===== config.mk =====
export PLATFORM = sky130hd
export DESIGN_NAME = dpt_out_evt
export DESIGN_NICKNAME = d
export VERILOG_FILES = /design/src/logic/dpt_delay.v /design/src/logic/dpt_out_evt.v /design/src/logic/dpt_wave_mux.v
export VERILOG_INCLUDE_DIRS = /design/src /design/src/pkg
export SDC_FILE = /design/constraint.sdc
export NUM_CORES = 1
export LEC_CHECK = 0
export BUFFER_PORTS_ARGS = -buffer_cell sky130_fd_sc_hd__buf_2
export CORE_MARGIN = 2
export CORE_UTILIZATION = 35
export CTS_CLUSTER_DIAMETER = 100
export DETAILED_ROUTE_END_ITERATION = 8
export SLEW_MARGIN = 15
export SYNTH_ARGS = -nofsm -noshare
export SYNTH_HDL_FRONTEND = slang
export SYNTH_SLANG_ARGS = --single-unit

===== constraint.sdc =====
create_clock -name sys_clk_i -period 2.2 [get_ports sys_clk_i]
set_clock_uncertainty 0.1 [all_clocks]
set_input_delay 0.22 -clock sys_clk_i [delete_from_list [all_inputs] [get_ports sys_clk_i]]
set_output_delay 0.22 -clock sys_clk_i [all_outputs]
set_load 0.01 [all_outputs]

===== src/pkg/dpt_consts.vh =====
`ifndef DPT_CONSTS_VH
`define DPT_CONSTS_VH

// fault control register fields
`define DPT_FC_VAL_LSB     0
`define DPT_FC_EN_LSB      4
`define DPT_FC_RESET       8'h00
// write window after the unlock key, in clock cycles
`define DPT_CCP_WINDOW     3'h4

// counter phases
`define DPT_PH_DTA         2'h0
`define DPT_PH_OTA         2'h1
`define DPT_PH_DTB         2'h2
`define DPT_PH_OTB         2'h3

// input modes
`define DPT_IM_NONE        4'h0
`define DPT_IM_JUMP_OPP    4'h1
`define DPT_IM_EXEC_OPP    4'h2
`define DPT_IM_EXEC_OPP_F  4'h3
`define DPT_IM_ALL_FREQ    4'h4
`define DPT_IM_ALL_DEAD    4'h5
`define DPT_IM_ALL_JUMP    4'h6
`define DPT_IM_ALL_SW      4'h7
`define DPT_IM_EDGE_JUMP   4'h8
`define DPT_IM_EDGE_FREQ   4'h9
`define DPT_IM_LVL_FREQ    4'hA

// delay unit modes
`define DPT_DM_OFF         2'h0
`define DPT_DM_BLANK       2'h1
`define DPT_DM_EVENT       2'h2

// delay trigger sources
`define DPT_TS_BCLR        3'h0
`define DPT_TS_ASET        3'h1
`define DPT_TS_BSET        3'h2
`define DPT_TS_ACLR        3'h3
`define DPT_TS_IN_A        3'h4
`define DPT_TS_IN_B        3'h5

`endif

===== src/logic/dpt_delay.v =====
`timescale 1ns/10ps
`include "dpt_consts.vh"

module dpt_delay (
    // clock and reset
    input  wire       sys_clk_i,
    input  wire       reset_i,
    input  wire       tick_i,
    // configuration
    input  wire [1:0] mode_i,
    input  wire [2:0] trig_sel_i,
    input  wire [1:0] presc_i,
    input  wire [7:0] value_i,
    // trigger sources
    input  wire [5:0] src_i,
    // results
    output reg        event_o,
    output reg        blank_o
);

    localparam ST_IDLE = 2'b01;
    localparam ST_CNT  = 2'b10;

    reg  [1:0] state_r;
    reg  [7:0] remain_r;
    reg  [7:0] pre_r;
    wire [7:0] pre_max = (8'h01 << presc_i) - 8'h01;
    wire       trig    = src_i[trig_sel_i] & (trig_sel_i <= `DPT_TS_IN_B);
    wire       blank   = (mode_i == `DPT_DM_BLANK);
    wire       delayed = (mode_i == `DPT_DM_EVENT);

    always @(posedge sys_clk_i or posedge reset_i) begin
        if (reset_i) begin
            state_r  <= ST_IDLE;
            remain_r <= 8'h00;
            pre_r    <= 8'h00;
            event_o  <= 1'b0;
            blank_o  <= 1'b0;
        end else if (tick_i) begin
            event_o <= 1'b0;
            case (state_r)
                ST_IDLE: begin
                    // blanking owns the counter: event goes out undelayed
                    if (trig && blank) begin
                        event_o <= 1'b1;
                    end
                    if (trig && (blank || delayed)) begin
                        if (value_i == 8'h00) begin
                            event_o <= delayed || blank;
                        end else begin
                            state_r  <= ST_CNT;
                            remain_r <= value_i;
                            pre_r    <= 8'h00;
                            blank_o  <= blank;
                        end
                    end
                end
                ST_CNT: begin
                    // delay clock = sync clock / prescaler
                    if (pre_r == pre_max) begin
                        pre_r <= 8'h00;
                        if (remain_r == 8'h01) begin
                            state_r <= ST_IDLE;
                            event_o <= delayed;
                            blank_o <= 1'b0;
                        end else begin
                            remain_r <= remain_r - 8'h01;
                        end
                    end else begin
                        pre_r <= pre_r + 8'h01;
                    end
                end
                default: begin
                    state_r <= ST_IDLE;
                end
            endcase
        end
    end

endmodule


===== src/logic/dpt_out_evt.v =====
`timescale 1ns/10ps
`include "dpt_consts.vh"

// What this block does
// - outputs drive only while enable bit set
// - fault forces its input's outputs to fault value, all four in stop-all modes
// - outputs c and d copy a or b
// - override takes levels from per-phase fields
// - one-ramp: a, b use own phases only
// - input event forces outputs toward fault values
// - compare-match event pulses last one cycle
// - programmable event from trigger or compares
// - blanking shares trigger, event goes undelayed
// - delay counts delay-clock cycles, 0 to 255
// - delay clock is sync clock over prescaler
// - level input actions per input mode
// - edge input actions per input mode
// - cycle end sets the overflow flag
// - input events set trigger flags a, b
// - request while flag and enable set
// - two trigger requests ORed together
// - runs in idle, stops in standby
// - debug halt stops timer unless run bit
// - debug fault bit injects fault during halt, with run bit set
// - capture also sets matching trigger flag
// - fault control writes need unlock key
module dpt_out_evt (
    // clock, reset, enable
    input  wire       sys_clk_i,
    input  wire       reset_i,
    input  wire       ce_i,
    // counter core status
    input  wire       wave_a_i,
    input  wire       wave_b_i,
    input  wire [1:0] phase_i,
    input  wire       one_ramp_i,
    input  wire       cycle_end_i,
    input  wire       compare_b_clear_i,
    input  wire       compare_a_set_i,
    input  wire       compare_b_set_i,
    input  wire       compare_a_clear_i,
    input  wire [1:0] capture_done_i,
    // input events and modes
    input  wire [1:0] in_event_i,
    input  wire [3:0] input_mode_a_i,
    input  wire [3:0] input_mode_b_i,
    input  wire       sw_restart_i,
    // control c and d fields
    input  wire       output_override_enable_i,
    input  wire       out_c_source_select_i,
    input  wire       out_d_source_select_i,
    input  wire [3:0] phase_values_a_i,
    input  wire [3:0] phase_values_b_i,
    // protected fault control write
    input  wire       change_protection_unlock_i,
    input  wire       fault_ctrl_we_i,
    input  wire [7:0] fault_ctrl_wdata_i,
    // delay control
    input  wire [1:0] delay_mode_i,
    input  wire [2:0] delay_trig_sel_i,
    input  wire [1:0] delay_prescaler_i,
    input  wire [7:0] delay_value_i,
    // interrupts
    input  wire [2:0] int_enable_i,
    input  wire [2:0] flag_clear_i,
    // sleep and debug
    input  wire       sleep_standby_i,
    input  wire       debug_halt_i,
    input  wire       run_while_halted_i,
    input  wire       debug_fault_inject_i,
    // waveform pins
    output wire [3:0] waveform_out_o,
    output wire [3:0] waveform_oe_o,
    // events
    output reg        evt_b_clear_o,
    output reg        evt_a_set_o,
    output reg        evt_b_set_o,
    output wire       programmable_out_event_o,
    output wire       blank_o,
    // counter flow requests, per input channel
    output reg  [1:0] cnt_jump_next_o,
    output reg  [1:0] cnt_exec_opp_o,
    output reg  [1:0] cnt_wait_o,
    output reg  [1:0] cnt_dead_o,
    // status
    output reg  [7:0] fault_ctrl_o,
    output reg  [2:0] interrupt_flag_o,
    output reg        irq_overflow_o,
    output reg        irq_trigger_o,
    output reg        timer_run_o
);

    reg  [2:0] unlock_cnt_r;
    reg  [1:0] ev_d_r;
    reg  [1:0] latch_r;
    reg  [1:0] act_d_r;
    reg  [2:0] flag_nxt;
    reg  [3:0] forced;
    wire       run;
    wire       tick;
    wire [1:0] ev;
    wire [1:0] ev_rise;
    wire [1:0] active;
    wire [1:0] stop_all;
    wire [7:0] modes;
    wire [5:0] trig_src;

    // frozen in standby and in a debug halt unless told to keep running
    assign run  = !sleep_standby_i && !(debug_halt_i && !run_while_halted_i);
    assign tick = ce_i && run;

    // halt with fault injection looks like an event on both inputs
    assign ev      = in_event_i | {2{debug_halt_i && debug_fault_inject_i}};
    assign ev_rise = ev & ~ev_d_r;
    assign modes   = {input_mode_b_i, input_mode_a_i};

    always @(posedge sys_clk_i or posedge reset_i) begin
        if (reset_i) begin
            timer_run_o <= 1'b0;
        end else if (ce_i) begin
            timer_run_o <= run;
        end
    end

    // unlock window and protected register
    always @(posedge sys_clk_i or posedge reset_i) begin
        if (reset_i) begin
            unlock_cnt_r <= 3'h0;
            fault_ctrl_o <= `DPT_FC_RESET;
        end else if (ce_i) begin
            if (change_protection_unlock_i) begin
                unlock_cnt_r <= `DPT_CCP_WINDOW;
            end else if (unlock_cnt_r != 3'h0) begin
                unlock_cnt_r <= unlock_cnt_r - 3'h1;
            end
            if (fault_ctrl_we_i && unlock_cnt_r != 3'h0) begin
                fault_ctrl_o <= fault_ctrl_wdata_i;
                unlock_cnt_r <= 3'h0;
            end
        end
    end

    // per input channel fault handling
    genvar c;
    generate
        for (c = 0; c < 2; c = c + 1) begin : g_ch
            wire [3:0] m     = modes[4*c+3:4*c];
            wire       edge_m = (m == `DPT_IM_EDGE_JUMP) || (m == `DPT_IM_EDGE_FREQ);
            wire       lvl_m  = (m != `DPT_IM_NONE) && !edge_m && (m != `DPT_IM_ALL_SW)
                                && (m <= `DPT_IM_LVL_FREQ);

            // edge modes hold to cycle end, software mode until restart
            assign active[c]   = (lvl_m && ev[c]) || latch_r[c];
            assign stop_all[c] = (m >= `DPT_IM_ALL_FREQ) && (m <= `DPT_IM_ALL_SW);

            always @(posedge sys_clk_i or posedge reset_i) begin
                if (reset_i) begin
                    ev_d_r[c]          <= 1'b0;
                    latch_r[c]         <= 1'b0;
                    act_d_r[c]         <= 1'b0;
                    cnt_jump_next_o[c] <= 1'b0;
                    cnt_exec_opp_o[c]  <= 1'b0;
                    cnt_wait_o[c]      <= 1'b0;
                    cnt_dead_o[c]      <= 1'b0;
                end else if (tick) begin
                    ev_d_r[c]  <= ev[c];
                    act_d_r[c] <= active[c];
                    if (ev_rise[c] && (edge_m || m == `DPT_IM_ALL_SW)) begin
                        latch_r[c] <= 1'b1;
                    end else if ((edge_m && cycle_end_i) ||
                                 (m == `DPT_IM_ALL_SW && sw_restart_i)) begin
                        latch_r[c] <= 1'b0;
                    end else if (m == `DPT_IM_NONE) begin
                        latch_r[c] <= 1'b0;
                    end
                    cnt_jump_next_o[c] <= active[c] && !act_d_r[c] &&
                                          (m == `DPT_IM_JUMP_OPP || m == `DPT_IM_ALL_JUMP ||
                                           m == `DPT_IM_EDGE_JUMP);
                    cnt_exec_opp_o[c]  <= active[c] && (m == `DPT_IM_EXEC_OPP ||
                                                        m == `DPT_IM_EXEC_OPP_F);
                    cnt_wait_o[c]      <= active[c] && (m == `DPT_IM_JUMP_OPP ||
                                          m == `DPT_IM_EXEC_OPP || m == `DPT_IM_ALL_JUMP ||
                                          m == `DPT_IM_ALL_SW);
                    cnt_dead_o[c]      <= active[c] && (m == `DPT_IM_ALL_DEAD);
                end
            end
        end
    endgenerate

    // which pins take their fault value this cycle
    always @* begin
        forced = 4'h0;
        if (active[0]) begin
            forced[0] = 1'b1;
            forced[2] = forced[2] | !out_c_source_select_i;
            forced[3] = forced[3] | !out_d_source_select_i;
        end
        if (active[1]) begin
            forced[1] = 1'b1;
            forced[2] = forced[2] | out_c_source_select_i;
            forced[3] = forced[3] | out_d_source_select_i;
        end
        if ((active[0] && stop_all[0]) || (active[1] && stop_all[1])) begin
            forced = 4'hF;
        end
    end

    dpt_wave_mux u_mux (
        .sys_clk_i             (sys_clk_i),
        .reset_i               (reset_i),
        .tick_i                (tick),
        .wave_a_i              (wave_a_i),
        .wave_b_i              (wave_b_i),
        .phase_i               (phase_i),
        .one_ramp_i            (one_ramp_i),
        .override_i            (output_override_enable_i),
        .phase_values_a_i      (phase_values_a_i),
        .phase_values_b_i      (phase_values_b_i),
        .out_c_source_select_i (out_c_source_select_i),
        .out_d_source_select_i (out_d_source_select_i),
        .fault_ctrl_i          (fault_ctrl_o),
        .forced_i              (forced),
        .level_o               (waveform_out_o),
        .oe_o                  (waveform_oe_o)
    );

    // compare-match strobes, one cycle each
    always @(posedge sys_clk_i or posedge reset_i) begin
        if (reset_i) begin
            evt_b_clear_o <= 1'b0;
            evt_a_set_o   <= 1'b0;
            evt_b_set_o   <= 1'b0;
        end else if (tick) begin
            evt_b_clear_o <= compare_b_clear_i;
            evt_a_set_o   <= compare_a_set_i;
            evt_b_set_o   <= compare_b_set_i;
        end else if (ce_i) begin
            evt_b_clear_o <= 1'b0;
            evt_a_set_o   <= 1'b0;
            evt_b_set_o   <= 1'b0;
        end
    end

    assign trig_src = {ev_rise[1], ev_rise[0], compare_a_clear_i,
                       compare_b_set_i, compare_a_set_i, compare_b_clear_i};

    dpt_delay u_delay (
        .sys_clk_i  (sys_clk_i),
        .reset_i    (reset_i),
        .tick_i     (tick),
        .mode_i     (delay_mode_i),
        .trig_sel_i (delay_trig_sel_i),
        .presc_i    (delay_prescaler_i),
        .value_i    (delay_value_i),
        .src_i      (trig_src),
        .event_o    (programmable_out_event_o),
        .blank_o    (blank_o)
    );

    // flags: bit0 cycle end, bit1 input a, bit2 input b; set beats clear
    always @* begin
        flag_nxt = interrupt_flag_o & ~flag_clear_i;
        if (tick) begin
            flag_nxt[0] = flag_nxt[0] | cycle_end_i;
            flag_nxt[1] = flag_nxt[1] | ev_rise[0] | capture_done_i[0];
            flag_nxt[2] = flag_nxt[2] | ev_rise[1] | capture_done_i[1];
        end
    end

    always @(posedge sys_clk_i or posedge reset_i) begin
        if (reset_i) begin
            interrupt_flag_o <= 3'h0;
            irq_overflow_o   <= 1'b0;
            irq_trigger_o    <= 1'b0;
        end else if (ce_i) begin
            interrupt_flag_o <= flag_nxt;
            irq_overflow_o   <= flag_nxt[0] && int_enable_i[0];
            irq_trigger_o    <= |(flag_nxt[2:1] & int_enable_i[2:1]);
        end
    end

endmodule


===== src/logic/dpt_wave_mux.v =====
`timescale 1ns/10ps
`include "dpt_consts.vh"

module dpt_wave_mux (
    // clock and reset
    input  wire       sys_clk_i,
    input  wire       reset_i,
    input  wire       tick_i,
    // native waveforms and counter phase
    input  wire       wave_a_i,
    input  wire       wave_b_i,
    input  wire [1:0] phase_i,
    input  wire       one_ramp_i,
    // configuration
    input  wire       override_i,
    input  wire [3:0] phase_values_a_i,
    input  wire [3:0] phase_values_b_i,
    input  wire       out_c_source_select_i,
    input  wire       out_d_source_select_i,
    input  wire [7:0] fault_ctrl_i,
    input  wire [3:0] forced_i,
    // pins
    output reg  [3:0] level_o,
    output reg  [3:0] oe_o
);

    reg  a_lvl;
    reg  b_lvl;
    wire [3:0] base;

    always @* begin
        a_lvl = wave_a_i;
        b_lvl = wave_b_i;
        if (override_i) begin
            a_lvl = phase_values_a_i[phase_i];
            b_lvl = phase_values_b_i[phase_i];
            // one-ramp: each output only looks at its own phases
            if (one_ramp_i && phase_i[1]) begin
                a_lvl = phase_values_a_i[`DPT_PH_DTA];
            end
            if (one_ramp_i && !phase_i[1]) begin
                b_lvl = phase_values_b_i[`DPT_PH_DTB];
            end
        end
    end

    // c and d copy a or b
    assign base = {out_d_source_select_i ? b_lvl : a_lvl,
                   out_c_source_select_i ? b_lvl : a_lvl, b_lvl, a_lvl};

    genvar i;
    generate
        for (i = 0; i < 4; i = i + 1) begin : g_pin
            always @(posedge sys_clk_i or posedge reset_i) begin
                if (reset_i) begin
                    level_o[i] <= 1'b0;
                    oe_o[i]    <= 1'b0;
                end else if (tick_i) begin
                    // fault value wins the moment a fault is seen
                    level_o[i] <= forced_i[i] ? fault_ctrl_i[`DPT_FC_VAL_LSB + i] : base[i];
                    oe_o[i]    <= fault_ctrl_i[`DPT_FC_EN_LSB + i];
                end
            end
        end
    endgenerate

endmodule


-- Yosys cells after proc, flatten, opt, wreduce, memory -nomap -nowiden
Cells that the tools add are included.
- bits in registers: 62
- input bits: 72
- output and inout port bits: 35
- $add $sub $neg: 4
- magnitude comparators: 9
- equality and inequality tests: 29
- shift-type cells: 1
- mux-type cells: 59
- bitwise gates (word level): 14
- reduce and logical (&&, ||, !) cells: 90
- operators by type and width (operator ; number):
    $mux W8 ; 7
    $logic_and A1 B1 Y1 ; 38
    $mux W1 ; 33
    $pmux W8 S2 ; 2
    $eq A4 B3 Y1 const B ; 6
    $logic_or A1 B1 Y1 ; 22
    $eq A4 B2 Y1 const B ; 4
    $eq A4 B4 Y1 const B ; 4
    $sub A8 B1 Y8 const B ; 2
    $mux W3 ; 5
    $reduce_and A6 Y1 ; 2
    $reduce_bool A3 Y1 ; 4
    $logic_not A1 Y1 ; 10
    $mux W2 ; 5
    $add A8 B1 Y8 const B ; 1
    $eq A4 B1 Y1 const B ; 2
    $eq A8 B1 Y1 const B ; 1
    $eq A8 B8 Y1 ; 1
    $ge A4 B3 Y1 const B ; 2
    $le A4 B3 Y1 const B ; 2
    $le A4 B4 Y1 const B ; 2
    $logic_not A4 Y1 ; 2
    $logic_not A8 Y1 ; 1
    $ne A4 B3 Y1 const B ; 2
    other kinds (27) ; 46

-- Longest topological paths before layout
- depth after elaboration: 13
- gate-level depth with buffers: 7
- gate-level depth less buffers: 7

-- Hierarchy
A second synthesis with hierarchy kept.
- cells, all modules: 422
- area total of the unflattened synthesis: 3911.3 um2
- by module, submodules not included (module ; times used ; cells each ; area an instance (um2)):
    dpt_out_evt ; 1 ; 198 ; 1839.3
    dpt_delay ; 1 ; 170 ; 1567.8
    dpt_wave_mux ; 1 ; 54 ; 504.2

-- Worst setup path after synthesis
No wires, ideal clock.
- path kind: flip-flop to flip-flop
- from: reg u_delay.pre_r[3]
- to: reg u_delay.blank_o
- setup time: 128 ps
- arrival time: 1982 ps
- data required time: 1972 ps
- slack: -9 ps
- cell stages (with the launch flop): 6
- path buffers: 0
- cells stage by stage: dfrtp_1 -> or4_4 -> nor3_4 -> a31oi_4 -> a2111oi_4 -> mux2_1
- cells in the longest elaborated chain, start to end: 3
- RTL lines (what ; RTL line ; source):
    start, declared ; dpt_delay.v:26 ; reg [7:0] pre_r;
    start signal, assigned ; dpt_delay.v:70 ; pre_r <= pre_r + 8'h01;
    $eq A8 B8 Y1 ; dpt_delay.v:60 ; if (pre_r == pre_max) begin
    $ne A2 B1 Y1 (no line) ; -- ;
    $reduce_and A6 Y1 (no line) ; -- ;
    end signal, assigned ; dpt_delay.v:54 ; blank_o <= blank;
    end, declared ; dpt_delay.v:18 ; output reg blank_o
No other way between the ends.
A chain may end at the register's enable or synchronous reset.

-- Worst setup path after layout
Ends and elaborated chain as after synthesis.

==> reports/summary.txt <==
Fin cells: 711
Top cell type's share of synthesized area: 0.393
Fin. max-slew vios: 0
Arr. time, crit path: 2.30 ns
First-pass GRT wire length: 17600 um
Initial drt markers: 259
Port buffer count: 106
Die area: 12000 um^2
Ys async rst share: 1.00
Placed instance area: 4760 um^2
Status: completed
Grt met1 use: 0.248
Share of post-route cells with drive strength above 1: 0.365
Worst-margin pin slew: 0.655 ns
Slowest CP cell: or4_4
Remaining Overflow, GRT: 0
Largest area contributor in the netlist: dfrtp_1
Area taken by multi-input logic gates: 2160 um^2
Core area: 10800 um^2
# DRC: 0
Synth Register Bits: 62
Maximum clock insertion buffer count: 2
Post-Syn Area: 3890 um^2
CTS H-Tree Depth: 3
IO Count: 107
Number of synthesized flops with an enable pin: 0
Initial antenna violation count: 1
Synth unique cells: 71
Fin Setup TNS: 0 ns
Critical Path End Type: register
Detail Route Antenna Nets: 0
Yosys Warn Count: 0
CTS Buf Count: 9
Via total after detailed routing: 3722
Post-Synthesis Cells: 419
Avg Inst Size Synth: 9.28 um^2
Post-synthesis compound-gate area fraction: 0.249
Largest family of logic cells by synthesized area: compound AO/OA/AOI/OAI gates
Worst-skew pair later-pin latency: 0.35 ns
Post-placement cell count: 680
Max VDD drop: 331 uV
Static leakage: 2.41 nW
Post-DP HPWL: 8170 um
GRT Resource Usage Total: 0.189
Vias in the first global route: 3693
Crit path largest cell delay: 0.54 ns
Routed wire length: 10800 um
Pre-CTS WS: -0.0374 ns
Final #Nets: 646
Die H: 109 um
Fill cells: 1053
Clock sinks: 62
Met2 GRT Util: 0.301
Final Hold Viols: 0
Xor-xnor portion of the synthesized cell area: 0.00225
Initial Utilization: 0.359
Post-Synth Simple-Gate Area: 0.211
RSZ-0062 raised after global routing: yes
GP Congestion: 0.860
CP startpoint kind: register
Crit path time final: 2.17 ns
WL per Instance: 15.2 um
Num rows: 38
Clk slew on worst S/H paths: 0.08 ns
CP cell instances: or4_4 > nor3_4 > a31oi_4 > a2111oi_4 > mux2_4
Seq. cell area: 1550 um^2
CTS tree: done
Largest net degree at the start of global routing: 36
Synth area leaders: dfrtp_1 (39%), nand2_1 (5.3%), mux2_2 (4.1%), inv_1 (3.0%), o21ai_0 (3.0%)
Vias per cell: 5.23
Critical path class: register to register
Post-Synth Adder-Cell Area: 0.0290
Worst setup margin: 0.0327 ns
Ys flop type: dfrtp_1
Rel. slew slack: 0.562
Mux contribution to synthesized area: 0.0563
Pwr/cell area: 923 nW/um^2
Chip width: 109 um
Final setup fails: 0
Hold Crit Class: input port to register
Design area: 5110 um^2
CP required: 2.33 ns
Global route hottest layer: met2
Area added between synthesis and finish: 31.3%
Root Driver: clkbuf_8
Delay-heaviest family, CP: simple AND/OR/NAND/NOR gates
Final Cycle Share: 0.985
Max Cap Violations: 0
Crit-path max FO: 8
DR pass1 iterations: 4
F_max: 0.461 GHz
Sequential share of the synthesized area: 0.399
CP bufs+invs: 0
Synth Net Count: 500
GR Layer Usage met3: 0.0356
-- flip-flops by register name (all words and copies together), names as in the netlist --
name,flops
interrupt_flag_o,3
u_delay.event_o,1
cnt_dead_o,2
u_mux.oe_o,4
evt_a_set_o,1
cnt_jump_next_o,2
cnt_wait_o,2
irq_trigger_o,1
fault_ctrl_o,8
u_delay.pre_r,8
u_delay.blank_o,1
latch_r,2
timer_run_o,1
u_delay.remain_r,8
cnt_exec_opp_o,2
ev_d_r,2
u_mux.level_o,4
unlock_cnt_r,3
u_delay.state_r,2
evt_b_clear_o,1
evt_b_set_o,1
act_d_r,2
irq_overflow_o,1
-- path summary, 6_finish.rpt --
path                                       startpoint                 end  slack, ns  cells after the start
min in group asynchronous                     reset_i   cnt_exec_opp_o[1]       0.40                      3
max in group asynchronous                     reset_i          latch_r[0]       0.98                      4
worst min register to register             act_d_r[1]  cnt_jump_next_o[1]       0.35                      1
worst max register to register       u_delay.pre_r[3]     u_delay.blank_o       0.03                      5
worst min-delay path            fault_ctrl_wdata_i[4]     fault_ctrl_o[4]      0.008                      2
worst max-delay path                 u_delay.pre_r[3]     u_delay.blank_o       0.03                      5
-- cell usage after synthesis (3+ instances only) --
library cell	count
nor4_1	7
nand4_1	5
nand3_1	15
a31oi_1	5
mux2_2	14
mux2i_1	5
a211o_2	5
nor3_1	6
a21o_1	5
clkbuf_1	9
o21ai_0	23
nand2b_1	6
o22ai_1	5
ha_1	9
nand2_1	55
or3_1	4
o31ai_1	5
o2bb2ai_1	3
nor2_1	19
nor2b_1	7
o41ai_1	11
a22oi_1	3
or2_2	8
a21oi_1	22
and3_1	3
dfrtp_1	61
a22o_1	6
a32oi_1	3
nand3b_1	3
inv_1	31
a211oi_1	5
-- where the power goes --
part	total (mW)	switching, mW	leakage, nW	internal (mW)
Clock	0.964	0.489	0.0930	0.475
Sequential	1.74	0.257	0.779	1.48
Combinational	2.01	1.03	1.54	0.976
Total	4.71	1.78	2.41	2.94
-- final cells by class --
cell class	count	share of cell area
multi-input combinational	311	0.424
sequential	62	0.304
timing repair buffer	150	0.178
tap	140	0.0343
clock buffer	12	0.0304
inverter	31	0.0228
clock inverter	4	0.00588
antenna	1	0.000490
-- routing by layer --
layer  vias up  wire length, um
met4         0              263
met2        88             5200
met5         -                0
met3        21              481
met1      1762             4900
li1       1851                -
-- what timing repair did --
action,CTS,global route
endpoints found under the setup margin,8,7
hold buffers,10,0
hold endpoints to repair,35,0
gates resized for setup,0,4
setup buffers,3,1
pin swaps,2,2
-- layout by cell type, fill, tap and decap left out, types with 4 or more instances in the layout --
master	instances
a22o_1	6
nand2b_1	6
buf_4	32
a31oi_1	5
or2_2	8
or3_1	4
nor3_1	6
nor2b_1	7
nor4_1	6
a21oi_1	22
nand3_1	15
a211o_2	5
o22ai_1	5
mux2_2	14
ha_1	8
o31ai_1	5
nand2_1	55
o41ai_1	11
a211oi_1	5
nor2_1	19
buf_2	106
inv_1	30
a21o_1	5
dfrtp_1	61
clkbuf_8	11
o21ai_0	23
nand4_1	5
mux2i_1	5
dlygate4sd3_1	10
-- through the flow --
stage | total power [mW] | hold slack [ns] | util
finish | 4.71 | 0.00796 | 0.471
global route | 5.05 | 0.0109 | 0.471
CTS | 4.68 | 0.00498 | 0.467
detailed placement | 3.69 | 0.263 | 0.439
global placement | 3.63 | 0.255 | 0.439
floorplan | 2.93 | 0.216 | -
-- kinds of logic (layout without fill, tap and decap cells) --
kind of cell | after synthesis | after routing
compound gates | 126 | 126
xor+xnor | 1 | 1
fa+ha+maj | 9 | 9
buf+inv | 46 | 197
flops | 62 | 62
mux | 20 | 20
other cells | 0 | 1
simple gates | 155 | 155
Note: power is estimated with default switching activity, not from simulation.
